File: config.mk
export PLATFORM = sky130hd
export DESIGN_NAME = qsr_top
export DESIGN_NICKNAME = d
export VERILOG_FILES = /design/src/qsr_top.v /design/src/qsr_tx_space.v /design/src/qsr_rx_status.v
export VERILOG_INCLUDE_DIRS = /design/src /design/src/src
export SDC_FILE = /design/constraint.sdc
export NUM_CORES = 1
export LEC_CHECK = 0
export CELL_PAD_IN_SITES_DETAIL_PLACEMENT = 2
export CELL_PAD_IN_SITES_GLOBAL_PLACEMENT = 2
export CORE_MARGIN = 4
export CORE_UTILIZATION = 37
export CTS_BUF_LIST = sky130_fd_sc_hd__clkbuf_4
export CTS_CLUSTER_SIZE = 40
export DETAILED_ROUTE_END_ITERATION = 10
export DONT_BUFFER_PORTS = 1
export PLACE_DENSITY = 0.77
export RECOVER_POWER = 50
export SYNTH_ARGS = -nofsm -noshare
export SYNTH_HDL_FRONTEND = slang
export SYNTH_SLANG_ARGS = --single-unit
export TNS_END_PERCENT = 50
File: constraint.sdc
create_clock -name CLOCK -period 4.8 [get_ports CLOCK]
set_input_delay 1.44 -clock CLOCK [delete_from_list [all_inputs] [get_ports CLOCK]]
set_output_delay 1.44 -clock CLOCK [all_outputs]
set_load 0.02 [all_outputs]
File: src/qsr_regs.vh
// Register map, field positions and reset values of the queue status block
`ifndef QSR_REGS_VH
`define QSR_REGS_VH

// ==========================================================================
// Register indices (byte address is four times the index)
`define QSR_TXSPACE_IDX        12'h078
`define QSR_RSVD_IDX           12'h07A
`define QSR_RXSTAT_IDX         12'h07C
`define QSR_TXSPACE_ADDR       12'h1E0
`define QSR_RSVD_ADDR          12'h1E8
`define QSR_RXSTAT_ADDR        12'h1F0

// ==========================================================================
// Interrupt and counter registers
`define QSR_INT_STAT_ADDR      12'h200
`define QSR_INT_MASK_ADDR      12'h204
`define QSR_FRMCNT_ADDR        12'h208

// ==========================================================================
// Receive status word field positions
`define QSR_RXS_VALID          15
`define QSR_RXS_ICMP           13
`define QSR_RXS_IP             12
`define QSR_RXS_TCP            11
`define QSR_RXS_UDP            10
`define QSR_RXS_BCAST          7
`define QSR_RXS_MCAST          6
`define QSR_RXS_UCAST          5
`define QSR_RXS_SYMERR         4

// ==========================================================================
// Interrupt status bits
`define QSR_INT_RX_FRAME       0
`define QSR_INT_RX_SUM         1
`define QSR_INT_RX_SYM         2
`define QSR_INT_RX_OVF         3
`define QSR_INT_TX_FREED       4
`define QSR_INT_W              5

// ==========================================================================
// Reset values and sizes
`define QSR_TX_DEPTH           6144
`define QSR_RXQ_DEPTH          8
`define QSR_INT_MASK_RST       5'h00
`define QSR_ZERO32             32'h0000_0000

`endif

File: src/qsr_top.v
// Queue manager status reporting: transmit space and receive header status
//
// Function
// Free transmit space reads as a 13-bit byte count, bits 15-13 zero.
// The free count accounts for both frame payload and control word.
// The host checks the free count covers a whole frame before writing.
// The location between the two status registers reads zero, no effect.
// Frame valid is set when the head frame is complete with valid status.
// Frame valid is clear with no pending frame or one still arriving.
// ICMP checksum bit is set for a received bad ICMP checksum.
// IP checksum bit is set for a received bad IP header checksum.
// TCP checksum bit is set for a received bad TCP checksum.
// UDP checksum bit is set for a received bad UDP checksum.
// Broadcast flag is set for a broadcast destination.
// Multicast flag is set for multicast and also broadcast destinations.
// Unicast flag is set for a unicast destination.
// One status word per counted frame, read once by the host per frame.
// Interface error bit is set when a symbol error hit the frame.
//
// Local design decision: the APB interface to the registers.
`include "qsr_regs.vh"

module qsr_top #(
  parameter TX_DEPTH  = `QSR_TX_DEPTH,
  parameter RXQ_DEPTH = `QSR_RXQ_DEPTH,
  parameter RXQ_AW    = 3
) (
  // Clock and reset
  input  wire        CLOCK,
  input  wire        SYS_RST,
  // APB slave
  input  wire        PSEL,
  input  wire        PENABLE,
  input  wire        PWRITE,
  input  wire [11:0] PADDR,
  input  wire [31:0] PWDATA,
  output reg  [31:0] PRDATA,
  output reg         PREADY,
  output reg         PSLVERR,
  // Transmit queue accounting
  input  wire        TX_ALLOC_VALID,
  input  wire [12:0] TX_ALLOC_BYTES,
  input  wire        TX_RELEASE_VALID,
  input  wire [12:0] TX_RELEASE_BYTES,
  // Received frame completion
  input  wire        RX_FRAME_DONE,
  input  wire [47:0] RX_DEST_ADDR,
  input  wire        RX_ICMP_SUM_BAD,
  input  wire        RX_IP_SUM_BAD,
  input  wire        RX_TCP_SUM_BAD,
  input  wire        RX_UDP_SUM_BAD,
  input  wire        RX_INTERFACE_SYMBOL_ERROR,
  // Interrupt
  output reg         IRQ
);

  // ========================================================================
  // Destination address class
  // First byte on the wire sits in bits 47:40; its low bit is the group bit
  function [2:0] addr_class;
    input [47:0] da;
    reg          bc;
    reg          mc;
    begin
      bc = (da == 48'hFFFF_FFFF_FFFF);
      mc = da[40];
      addr_class = {bc, mc, !mc};
    end
  endfunction

  // ========================================================================
  // Signals
  wire [12:0]       tx_space_bytes;
  wire [15:0]       rx_head_word;
  wire [RXQ_AW:0]   rx_frame_counter;
  wire              rx_overflow;
  wire [2:0]        rx_class;
  wire [8:0]        rx_flags;
  wire              rx_is_broadcast;
  wire              rx_is_multicast;
  wire              rx_is_unicast;
  wire              acc;
  wire              done;
  wire              rd_done;
  wire              wr_done;
  wire              hit_txspace;
  wire              hit_rsvd;
  wire              hit_rxstat;
  wire              hit_stat;
  wire              hit_mask;
  wire              hit_cnt;
  wire              mapped;
  wire              rx_pop;
  wire              sum_bad;
  reg  [31:0]       rdata_d;
  reg  [`QSR_INT_W-1:0] int_stat_q;
  reg  [`QSR_INT_W-1:0] int_stat_d;
  reg  [`QSR_INT_W-1:0] int_mask_q;
  reg  [`QSR_INT_W-1:0] int_mask_d;
  reg  [`QSR_INT_W-1:0] events;

  // ========================================================================
  // Transmit space
  qsr_tx_space #(
    .DEPTH         (TX_DEPTH)
  ) u_tx_space (
    .clk           (CLOCK),
    .rst           (SYS_RST),
    .alloc_valid   (TX_ALLOC_VALID),
    .alloc_bytes   (TX_ALLOC_BYTES),
    .release_valid (TX_RELEASE_VALID),
    .release_bytes (TX_RELEASE_BYTES),
    .free_bytes    (tx_space_bytes)
  );

  // ========================================================================
  // Receive status capture
  assign rx_class        = addr_class(RX_DEST_ADDR);
  assign rx_is_broadcast = rx_class[2];
  assign rx_is_multicast = rx_class[1];
  assign rx_is_unicast   = rx_class[0];

  // Packed order: icmp ip tcp udp bcast mcast ucast symerr, pad bit 0
  assign rx_flags = {RX_ICMP_SUM_BAD,
                     RX_IP_SUM_BAD,
                     RX_TCP_SUM_BAD,
                     RX_UDP_SUM_BAD,
                     rx_is_broadcast,
                     rx_is_multicast,
                     rx_is_unicast,
                     RX_INTERFACE_SYMBOL_ERROR,
                     1'b0};

  qsr_rx_status #(
    .DEPTH     (RXQ_DEPTH),
    .AW        (RXQ_AW)
  ) u_rx_status (
    .clk       (CLOCK),
    .rst       (SYS_RST),
    .push      (RX_FRAME_DONE),
    .flags_in  (rx_flags),
    .pop       (rx_pop),
    .head_word (rx_head_word),
    .count     (rx_frame_counter),
    .overflow  (rx_overflow)
  );

  // ========================================================================
  // APB decode
  // One wait state: PREADY rises in the second access cycle
  assign acc     = PSEL && PENABLE;
  assign done    = acc && PREADY;
  assign rd_done = done && !PWRITE;
  assign wr_done = done && PWRITE;

  assign hit_txspace = (PADDR == `QSR_TXSPACE_ADDR);
  assign hit_rsvd    = (PADDR == `QSR_RSVD_ADDR);
  assign hit_rxstat  = (PADDR == `QSR_RXSTAT_ADDR);
  assign hit_stat    = (PADDR == `QSR_INT_STAT_ADDR);
  assign hit_mask    = (PADDR == `QSR_INT_MASK_ADDR);
  assign hit_cnt     = (PADDR == `QSR_FRMCNT_ADDR);
  assign mapped      = hit_txspace || hit_rsvd || hit_rxstat ||
                       hit_stat || hit_mask || hit_cnt;

  // Reading the status word hands the host the next frame's word;
  // only a word shown as valid is consumed, so a frame that lands
  // between capture and completion is not lost
  assign rx_pop = rd_done && hit_rxstat && PRDATA[`QSR_RXS_VALID];

  always @*
  begin
    rdata_d = `QSR_ZERO32;
    if (hit_txspace)
      rdata_d = {19'h0_0000, tx_space_bytes};
    else if (hit_rsvd)
      rdata_d = `QSR_ZERO32;
    else if (hit_rxstat)
      rdata_d = {16'h0000, rx_head_word};
    else if (hit_stat)
      rdata_d = {27'h000_0000, int_stat_q};
    else if (hit_mask)
      rdata_d = {27'h000_0000, int_mask_q};
    else if (hit_cnt)
      rdata_d = {{(31-RXQ_AW){1'b0}}, rx_frame_counter};
  end

  always @(posedge CLOCK)
  begin
    if (SYS_RST)
    begin
      PREADY  <= 1'b0;
      PRDATA  <= `QSR_ZERO32;
      PSLVERR <= 1'b0;
    end
    else if (acc && !PREADY)
    begin
      PREADY  <= 1'b1;
      PRDATA  <= PWRITE ? `QSR_ZERO32 : rdata_d;
      // Writes to read-only status locations are ignored, not errors
      PSLVERR <= !mapped;
    end
    else
    begin
      PREADY  <= 1'b0;
      PSLVERR <= 1'b0;
    end
  end

  // ========================================================================
  // Interrupt status and mask
  assign sum_bad = RX_ICMP_SUM_BAD || RX_IP_SUM_BAD ||
                   RX_TCP_SUM_BAD || RX_UDP_SUM_BAD;

  always @*
  begin
    events = {`QSR_INT_W{1'b0}};
    events[`QSR_INT_RX_FRAME] = RX_FRAME_DONE && !rx_overflow;
    events[`QSR_INT_RX_SUM]   = RX_FRAME_DONE && sum_bad;
    events[`QSR_INT_RX_SYM]   = RX_FRAME_DONE && RX_INTERFACE_SYMBOL_ERROR;
    events[`QSR_INT_RX_OVF]   = rx_overflow;
    events[`QSR_INT_TX_FREED] = TX_RELEASE_VALID;
    int_stat_d = int_stat_q;
    // Clear only the bits the host was shown; later events survive
    if (rd_done && hit_stat)
      int_stat_d = int_stat_d & ~PRDATA[`QSR_INT_W-1:0];
    int_stat_d = int_stat_d | events;
    int_mask_d = int_mask_q;
    if (wr_done && hit_mask)
      int_mask_d = PWDATA[`QSR_INT_W-1:0];
  end

  always @(posedge CLOCK)
  begin
    if (SYS_RST)
    begin
      int_stat_q <= {`QSR_INT_W{1'b0}};
      int_mask_q <= `QSR_INT_MASK_RST;
      IRQ        <= 1'b0;
    end
    else
    begin
      int_stat_q <= int_stat_d;
      int_mask_q <= int_mask_d;
      IRQ        <= |(int_stat_d & int_mask_d);
    end
  end

endmodule // qsr_top

File: src/qsr_tx_space.v
// Transmit queue free space tracker
`include "qsr_regs.vh"

module qsr_tx_space #(
  parameter DEPTH = `QSR_TX_DEPTH
) (
  // Clock and reset
  input  wire        clk,
  input  wire        rst,
  // Space taken by a frame written: payload plus control word
  input  wire        alloc_valid,
  input  wire [12:0] alloc_bytes,
  // Space given back once a frame has left the queue
  input  wire        release_valid,
  input  wire [12:0] release_bytes,
  // Free space in bytes
  output wire [12:0] free_bytes
);

  localparam [13:0] DEPTH_W = DEPTH[13:0];

  reg  [13:0] used_q;
  reg  [13:0] used_d;
  wire [13:0] take;
  wire [13:0] give;

  // Oversized allocations are dropped so the count never wraps
  assign take = (alloc_valid && ({1'b0, alloc_bytes} <= (DEPTH_W - used_q)))
                ? {1'b0, alloc_bytes} : 14'h0000;
  assign give = (release_valid && ({1'b0, release_bytes} <= used_q))
                ? {1'b0, release_bytes} : used_q & {14{release_valid}};

  always @*
  begin
    used_d = used_q + take - give;
  end

  always @(posedge clk)
  begin
    if (rst)
      used_q <= 14'h0000;
    else
      used_q <= used_d;
  end

  assign free_bytes = (DEPTH_W - used_q) > 14'h1FFF ? 13'h1FFF
                      : (DEPTH_W[12:0] - used_q[12:0]);

endmodule // qsr_tx_space

File: src/qsr_rx_status.v
// Per-frame receive status word queue
`include "qsr_regs.vh"

module qsr_rx_status #(
  parameter DEPTH = `QSR_RXQ_DEPTH,
  parameter AW    = 3
) (
  // Clock and reset
  input  wire        clk,
  input  wire        rst,
  // Completed frame from the receiver
  input  wire        push,
  input  wire [8:0]  flags_in,
  // Host has consumed the head status word
  input  wire        pop,
  // Head word, frame count, overflow pulse
  output wire [15:0] head_word,
  output wire [AW:0] count,
  output wire        overflow
);

  reg  [8:0]  mem [0:DEPTH-1];
  reg  [AW:0] cnt_q;
  reg  [AW-1:0] wr_q;
  reg  [AW-1:0] rd_q;
  wire        empty;
  wire        full;
  wire        do_push;
  wire        do_pop;
  wire [8:0]  h;

  assign empty   = (cnt_q == {(AW+1){1'b0}});
  assign full    = (cnt_q == DEPTH[AW:0]);
  assign do_pop  = pop && !empty;
  assign do_push = push && (!full || do_pop);
  assign overflow = push && !do_push;
  assign h = mem[rd_q];

  always @(posedge clk)
  begin
    if (do_push)
      mem[wr_q] <= flags_in;
  end

  always @(posedge clk)
  begin
    if (rst)
    begin
      cnt_q <= {(AW+1){1'b0}};
      wr_q  <= {AW{1'b0}};
      rd_q  <= {AW{1'b0}};
    end
    else
    begin
      if (do_push)
        wr_q <= wr_q + 1'b1;
      if (do_pop)
        rd_q <= rd_q + 1'b1;
      if (do_push && !do_pop)
        cnt_q <= cnt_q + 1'b1;
      else if (do_pop && !do_push)
        cnt_q <= cnt_q - 1'b1;
    end
  end

  // Valid only once a frame is complete; a frame in flight is never queued
  assign head_word = empty ? 16'h0000 :
    {1'b1, 1'b0, h[8], h[7], h[6], h[5], 2'b00,
     h[4], h[3], h[2], h[1], 4'h0};
  assign count = cnt_q;

endmodule // qsr_rx_status

### After elaboration in Yosys (flattened, before gate mapping)

Memories as Yosys holds them, arrays and structs flattened. A register that Yosys moved wholly into a read port is not among the register bits.
Cells that the tools add are included.

| word-level totals | value |
|---|---|
| bits in registers | 69 |
| bits in writable memories | 64 |
| output and inout port bits | 35 |
| memories | 1 |

| operators by class | value |
|---|---|
| $add $sub $neg | 8 |
| magnitude comparators | 3 |
| equal/unequal tests | 8 |
| multiplexer cells | 20 |
| bitwise logic cells | 6 |
| reduce and logical (&&, ||, !) cells | 41 |

Memory list:

| memory | depth | width | rd ports | clocked after Yosys merged registers in | wr ports | line | source |
|---|---|---|---|---|---|---|---|
| u_rx_status.mem | 8 | 8 | 1 | 1 | 1 | qsr_rx_status.v:22 | `reg [8:0] mem [0:DEPTH-1];` |

Operators by type and width:

| operator | count |
|---|---|
| $mux W16 | 4 |
| $eq A48 B48 Y1 const B | 1 |
| $eq A12 B10 Y1 const B | 3 |
| $eq A12 B9 Y1 const B | 3 |
| $mux W32 | 1 |
| $le A13 B14 Y1 | 2 |
| $mux W13 | 2 |
| $mux W5 | 4 |
| $logic_and A1 B1 Y1 | 19 |
| $add A14 B14 Y14 | 1 |
| $and A14 B14 Y14 | 1 |
| $gt A14 B13 Y1 const B | 1 |
| $mux W14 | 1 |
| $sub A13 B14 Y14 const A | 1 |
| $sub A14 B14 Y14 | 1 |
| $sub A13 B13 Y13 const A | 1 |
| $mux W4 | 3 |
| $and A5 B5 Y5 | 2 |
| $logic_not A1 Y1 | 9 |
| $logic_or A1 B1 Y1 | 9 |
| $add A3 B1 Y3 const B | 2 |
| $mux W3 | 2 |
| $not A5 Y5 | 1 |
| $or A5 B5 Y5 | 1 |
| other kinds (9) | 11 |

### Longest topological paths before layout

Gate-level depths: netlist (run 1).

| depth | value |
|---|---|
| depth in word-level cells | 15 |
| gate-level depth with buffers | 24 |
| mapped depth without buffers | 21 |

### Modules after synthesis

From an unflattened synthesis (run 1), not the netlist that was laid out.

| second synthesis, totals | value |
|---|---|
| cell total of the unflattened synthesis | 695 |
| area total of the unflattened synthesis | 7511.0 sq um |

By module, submodules not included:

| module | instances | cells an instance | area an instance (sq um) | seq. area each (sq um) |
|---|---|---|---|---|
| qsr_rx_status | 1 | 185 | 3183.1 | 2182.1 |
| qsr_tx_space | 1 | 312 | 2527.4 | 280.3 |
| qsr_top | 1 | 198 | 1800.5 | 580.6 |

### Least setup slack after synthesis (run 1)

No wires, ideal clock.

| timing path | value |
|---|---|
| path type | register to register |
| start | register u_tx_space.used_q[3] |
| end | register u_tx_space.used_q[12] |
| setup time | 0.121 ns |
| arrival | 5.079 ns |
| path slack | -0.399 ns |
| stages on the path, launching flop included | 22 |
| path through | dfxtp_1 clkbuf_1 or4_1 clkbuf_1 or3_1 nor2_1 xnor2_1 inv_1 ha_1 a2111oi_0 o2111ai_1 a31oi_1 clkbuf_1 nand2_1 fa_1 fa_1 nor2b_1 o2111ai_1 nand3b_1 a21oi_1 o21ai_0 mux2_2 |

| between the ends | value |
|---|---|
| word-level cells in the longest chain between the ends | 6 |
| elaborated cells on any way between the ends | 10 |
| classes of those cells | 3 x add/sub; 2 x order compare; 2 x mux; 1 x bitwise; 2 x reduce/logical |

Ends and longest elaborated chain:

| element | line | source |
|---|---|---|
| from (decl) | qsr_tx_space.v:22 | `reg [13:0] used_q;` |
| from (signal assigned) | qsr_tx_space.v:43 | `used_q <= used_d;` |
| $sub A13 B14 Y14 | qsr_tx_space.v:28 | `assign take = (alloc_valid && ({1'b0, alloc_bytes} <= (DEPTH_W - used_q)))` |
| $le A13 B14 Y1 | qsr_tx_space.v:28 |  |
| $logic_and A1 B1 Y1 | qsr_tx_space.v:28 |  |
| $mux W13 | qsr_tx_space.v:29 | `? {1'b0, alloc_bytes} : 14'h0000;` |
| $add A14 B14 Y14 | qsr_tx_space.v:35 | `used_d = used_q + take - give;` |
| $sub A14 B14 Y14 * | qsr_tx_space.v:35 |  |

Every way passes the cells marked *; elsewhere a longest branch is shown, timed or not.
A chain may end at the register's enable or synchronous reset.

### Worst setup path in the final report (run 1)

Ends and elaborated chain as after synthesis.

==> flow_summary.ini, run 1 <==
[yosys]
seq_area_frac_synth_pct = 43.1
synthArstFlopShare_pct = 0
synthesis.area_sq_um = 7020
synthXorXnorAreaFrac_pct = 3.12
synth_cell_types = 59
synthFlopType = edfxtp_1
ys_warn_count = 0
synth-seq-cells = 119
synth-edff-count = 64
synth_compound_area_share_pct = 10.4
synth.area.mux_share_pct = 10.3
synth.top_cell.area_share_pct = 27.4
synthCells = 673
synthSimpleGateAreaFrac_pct = 15.2
yosys.area_share.adder_pct = 12.2
synth_top_cell_by_area = edfxtp_1
synth_top_family_by_area = simple AND/OR/NAND/NOR gates
synth_area_per_cell_sq_um = 10.4
synth_area_leaders = edfxtp_1 27%, dfxtp_1 16%, ha_1 8.2%

[worst_setup_path]
critical_path.max_fanout = 7
reg2reg_from = u_tx_space.used_q[3]
required_ns = 5.25
worstPathArrival_ns = 5.50
worstSetupStartpointType = register
critPathKind = register to register
setup.worst_path.end_class = register
cp-startpoint = u_tx_space.used_q[3]

[placed_design]
placed_cells = 943
placed_area_sq_um = 7660
place.gp.congestion = 0.872
dp_hpwl_um = 17900
portBuffers = 0

[floorplanning]
dieHeight_um = 146
die_x_um = 146
num_rows = 50
dieArea_sq_um = 21200
num_io_pins = 166
start_util_pct = 37.5
core_area_sq_um = 18700

[global_routing]
grt-ovfl-total = 0
antenna_found_initial = 1
grt_busiest_layer = met2
grt_use_total_pct = 22.0
grt_pass1_vias = 6462
grtUsageMet3_pct = 5.51
use_met1_pct = 25.8
grt_first_pass_wirelength_um = 36600
grt_max_degree = 55
use_met2_pct = 40.1

[clocking]
postCtsHoldBufs = 0
clk_path_buf_depth = 2
cts_tree = done
cts-root-buf = clkbuf_4
cts.sinks = 119
cts_inserted_buffers = 17
cts.reportedPaths.clkPinSlew_ns = 0.12
ctsHtreeMaxLevel = 4
insertion_delay_ns = 0.55

[pwr]
pwr_density_cell_nw_per_um2 = 715
swShare_pct = 44.5
finalPower_mw = 5.95
ir_worst_vdd_uv = 236
leakagePower_nw = 3.18
p_sw_mw = 2.65
combinationalPowerShare_pct = 66.6
pwr-share-clk_pct = 12.1
p_seq_share_pct = 21.3
intPower_mw = 3.30

[timing]
whs_ns = 0.530
min_period_ns = 5.05
max_freq_ghz = 0.198
skew_ns = 0.0149
setup_viol = 7
final.setup.worst_slack_ns = -0.252
slew_viol_final = 0
finalHoldViolCount = 0
slew_headroom_pct = 28.3
rsz0062_at_grt = yes
worst_slew_pin_slew_ns = 1.07
fin_crit_sh_pct = 105

[cells_and_area]
drive_gt1_share_pct = 25.8
fin_area_sq_um = 8330
num-nets-final = 931
stdcell_count = 988
syn2layout_area_growth_pct = 18.6

[status]
status = finished with violations
violations = negative setup slack

[run]
maxCapViolCount = 0

[route]
drt-total-wl_um = 24400
num_vias = 5564
firstDrtPassIters = 4
drtIter0Drc = 214
ant_nets = 0
avgRoutedWirePerCell_um = 24.7
drcViolationCount = 0
vias_per_cell = 5.63

[hold_path]
hp-class = register to register
worstHoldStart = int_stat_q[4]
flip-flops by register name (all words and copies together), names as in the netlist, named ones only:
signal / count
u_rx_status.wr_q: 3
u_rx_status.rd_q: 3
u_rx_status.mem: 64
int_mask_q: 5
int_stat_q: 5
u_rx_status.count: 4
PREADY: 1
u_tx_space.used_q: 14
PRDATA: 15
PSLVERR: 1
IRQ: 1
routing by layer:
layer	wire, um	part of all wire [%]
met5	0	0
met4	427	1.8
met3	1470	6.0
met2	12900	53
met1	9590	39
cell families after synthesis:
group | after synthesis
AOI/OAI and AO/OA | 115
muxes | 50
and+or+nand+nor | 216
DFF | 119
xor gates and xnor gates | 25
buffers and inverters | 87
adders and majority gates | 60
other | 1
worst max-delay path: stages (launching register included):
cell	delay, ns
dfxtp_2	0.34
or4_4	0.55
buf_4	0.19
o41ai_4	0.40
xnor2_1	0.17
ha_1	0.26
a2111oi_4	0.31
o2111ai_1	0.17
a31oi_1	0.23
buf_4	0.21
and2_1	0.16
fa_1	0.46
ha_1	0.33
and3_1	0.21
a21oi_2	0.17
nand3b_1	0.18
a21oi_2	0.23
o21ai_2	0.09
mux2_4	0.30
timing repair:
action                     CTS  global route
buffers inserted             6             6
pin swaps                    9            13
resized for setup           25            35
hold endpoints to repair     0             0
setup endpoints to repair   11            11
gates cloned                 0             0
power by group through the flow:
stage / Clock, mW / Sequential, mW / Combinational [mW]
after floorplan: 0 / 1.27 / 1.84
final: 0.720 / 1.27 / 3.96
after CTS: 0.736 / 1.26 / 3.35
after global placement: 0 / 1.27 / 2.79
after global routing: 0.789 / 1.28 / 4.28
after detailed placement: 0 / 1.28 / 3.00
layout by cell type, fill, tap and decap left out, types with 18 or more instances in the layout:
cell / n
nor2_1: 45
dfxtp_1: 54
inv_1: 44
ha_1: 37
nand4_1: 18
edfxtp_1: 64
a21oi_1: 29
buf_4: 70
nand2_1: 72
clkbuf_4: 18
mux2i_1: 19
area by class of cell:
cell class                 instances  area, sq um
antenna                            1         2.50
clock buffer                      18          135
clock inverter                    14          141
fill                            1958        10400
inverter                          46          173
multi-input combinational        483         4020
sequential                       119         3020
tap                              234          293
timing repair buffer              73          537
per-stage QoR:
step           TNS [ns]  setup slack, ns  utilization, %
2_1_floorplan         0          0.00361               -
3_3_place_gp      -1.73           -0.388            41.0
3_5_place_dp      -3.28           -0.546            41.0
4_1_cts          -0.244           -0.117            43.4
5_1_grt           -2.45           -0.449            44.5
6_report          -1.01           -0.252            44.5
path summary, 6_finish.rpt:
kind / end / slack (ns) / depth (start not counted)
setup / recovery: u_tx_space.used_q[12] / -0.25 / 18
hold / removal: int_stat_q[4] / 0.53 / 2
setup reg to reg: u_tx_space.used_q[12] / -0.25 / 18
hold reg to reg: int_stat_q[4] / 0.53 / 2
cells in the mapped netlist, drive strengths merged, types with 2 or more instances:
cell type / instances
nand2: 74
nor2: 50
and3: 2
inv: 46
nand2b: 7
o211ai: 2
a22oi: 12
mux2: 15
ha: 46
o2111ai: 2
nand3b: 2
nand3: 4
nor3: 9
nor4b: 2
nand4: 18
clkbuf: 18
xor2: 7
dfxtp: 55
fa: 14
mux4: 16
a21o: 6
edfxtp: 64
a211oi: 4
xnor2: 18
o41ai: 4
or2: 4
or4: 2
nor2b: 9
a21oi: 38
mux2i: 19
o21ai: 24
nor4: 14
or3: 7
o31ai: 5
a31oi: 7
buf: 23
and2: 8
(Power assumes the default switching activity.)
==> run 2, diff against run 1 <==
RECOVER_POWER = unset   (was 50)
==> flow_summary.ini, run 2 (synthesized netlist as in run 1, its figures left out) <==
[timing]
setup_viol = 7
max_freq_ghz = 0.198
whs_ns = 0.533
final.setup.worst_slack_ns = -0.246
slew_headroom_pct = 27.4
finalHoldViolCount = 0
fin_tns_setup_ns = -0.984
slew_viol_final = 0
skew_ns = 0.0139
rsz0062_at_grt = yes
min_period_ns = 5.05
fin_crit_sh_pct = 105
worst_slew_pin_slew_ns = 1.09

[pwr]
leakagePower_nw = 3.19
pwr_density_cell_nw_per_um2 = 712
ir_worst_vdd_uv = 236

[global_routing]
grt_max_degree = 55
grt_pass1_vias = 6462
grt_first_pass_wirelength_um = 36600
antenna_found_initial = 1
grt-ovfl-total = 0
grt_use_total_pct = 22.0

[placed_design]
place.gp.congestion = 0.872
placed_cells = 943
pre_cts_ws_ns = -0.546
dp_hpwl_um = 17900
portBuffers = 0

[cells_and_area]
layout_commonest_cell = buf_4
num-nets-final = 931
drive_gt1_share_pct = 26.6
layout_common_cells = 73 x buf_4, 72 x nand2_1, 64 x edfxtp_1
syn2layout_area_growth_pct = 19.0
top_register = u_rx_status.mem
largest_reg_flops = 64
stdcell_count = 988
top_regs = u_rx_status.mem: 64 flops, PRDATA: 15 flops, u_tx_space.used_q: 14 flops
final_core_util_pct = 44.7

[clocking]
insertion_delay_ns = 0.55
postCtsHoldBufs = 0
cts.sinks = 119
cts_inserted_buffers = 17
ctsHtreeMaxLevel = 4
cts.reportedPaths.clkPinSlew_ns = 0.12
cts-root-buf = clkbuf_4
clk_path_buf_depth = 2
cts_tree = done

[worst_setup_path]
setup.worst_path.end_class = register
worstSetupStartpointType = register
cpPeakStageDelay_ns = 0.55
cp_cell_sequence = or4_4, buf_4, o41ai_4, xnor2_1, ha_1, a2111oi_4, o2111ai_1, a31oi_1, buf_4, and2_1, fa_1, ha_1, and3_1, a21oi_2, nand3b_1, a21oi_2, o21ai_2, mux2_4
worstPathArrival_ns = 5.50
critical_path.max_fanout = 7
crit_slowest_cell = or4_4
critPathKind = register to register
required_ns = 5.25

[hold_path]
hp-class = register to register

[route]
firstDrtPassIters = 4
drcViolationCount = 0
drt-total-wl_um = 24400
num_vias = 5549
avgRoutedWirePerCell_um = 24.7
routedLengthMet1_um = 9590
drtIter0Drc = 217
ant_nets = 0
met3WireLength_um = 1430
dr_wl_met2_um = 13000
vias_per_cell = 5.62
dr.max_layer_used = met4

[status]
violations = negative setup slack
status = finished with violations

[floorplanning]
start_util_pct = 37.5
dieArea_sq_um = 21200
num_io_pins = 166
num_rows = 50
die_x_um = 146
core_area_sq_um = 18700
dieHeight_um = 146

[run]
maxCapViolCount = 0
[run 2: changes by cell type in the layout (fill, tap and decap cells not counted), sizes merged]
cell and change:
buf +3, clkbuf -3
[run 2: layer usage]
layer  vias to the layer above  GRT usage (%)
li1                       2542              -
met3                        29           5.51
met4                         0           6.08
met2                       162           40.1
met1                      2816           25.8
met5                         -              0
[run 2: stage by stage]
step           total power, mW  instance area, sq um
2_1_floorplan             3.11                  7150
3_3_place_gp              4.06                  7660
3_5_place_dp              4.28                  7660
4_1_cts                   5.35                  8130
5_1_grt                   6.35                  8350
6_report                  5.95                  8350
[run 2: area by class of cell]
| type | count | area [sq um] |
|---|---|---|
| fillers | 1950 | 10400 |
| inverters | 46 | 173 |
| well taps | 234 | 293 |
| flip-flops and latches | 119 | 3020 |
| diodes | 1 | 2.50 |
| repair buffers | 73 | 548 |
| clock inverters | 14 | 141 |
| multi-input cells | 483 | 4040 |
| clock buffers | 18 | 135 |
[run 2: critical path, delay by kind of cell (launching register included)]
kind,cells,cell delay (ns)
flip-flops,1,0.34
AO/OA/AOI/OAI,7,1.60
AND/OR/NAND/NOR,4,1.10
adder cells (fa/ha/maj),3,1.05
XOR/XNOR,1,0.17
buffers and inverters,2,0.40
multiplexers,1,0.30
[run 2: path summary, 6_finish.rpt]
kind,from,endpoint,slack [ns],depth (start not counted)
worst min register to register,int_stat_q[4],int_stat_q[4],0.53,2
worst max-delay path,u_tx_space.used_q[3],u_tx_space.used_q[12],-0.25,18
worst min-delay path,int_stat_q[4],int_stat_q[4],0.53,2
worst max register to register,u_tx_space.used_q[3],u_tx_space.used_q[12],-0.25,18
[run 2: power by group]
part / internal [mW] / switching [mW] / leakage [nW]
combinational: 1.85 / 2.11 / 2.01
sequential: 1.18 / 0.0909 / 1.03
clock: 0.276 / 0.444 / 0.144
[run 2: repair_timing]
item	in CTS	in global routing
resized for setup	25	35
pin swaps	9	13
setup buffers	6	6
setup endpoints to repair	11	11
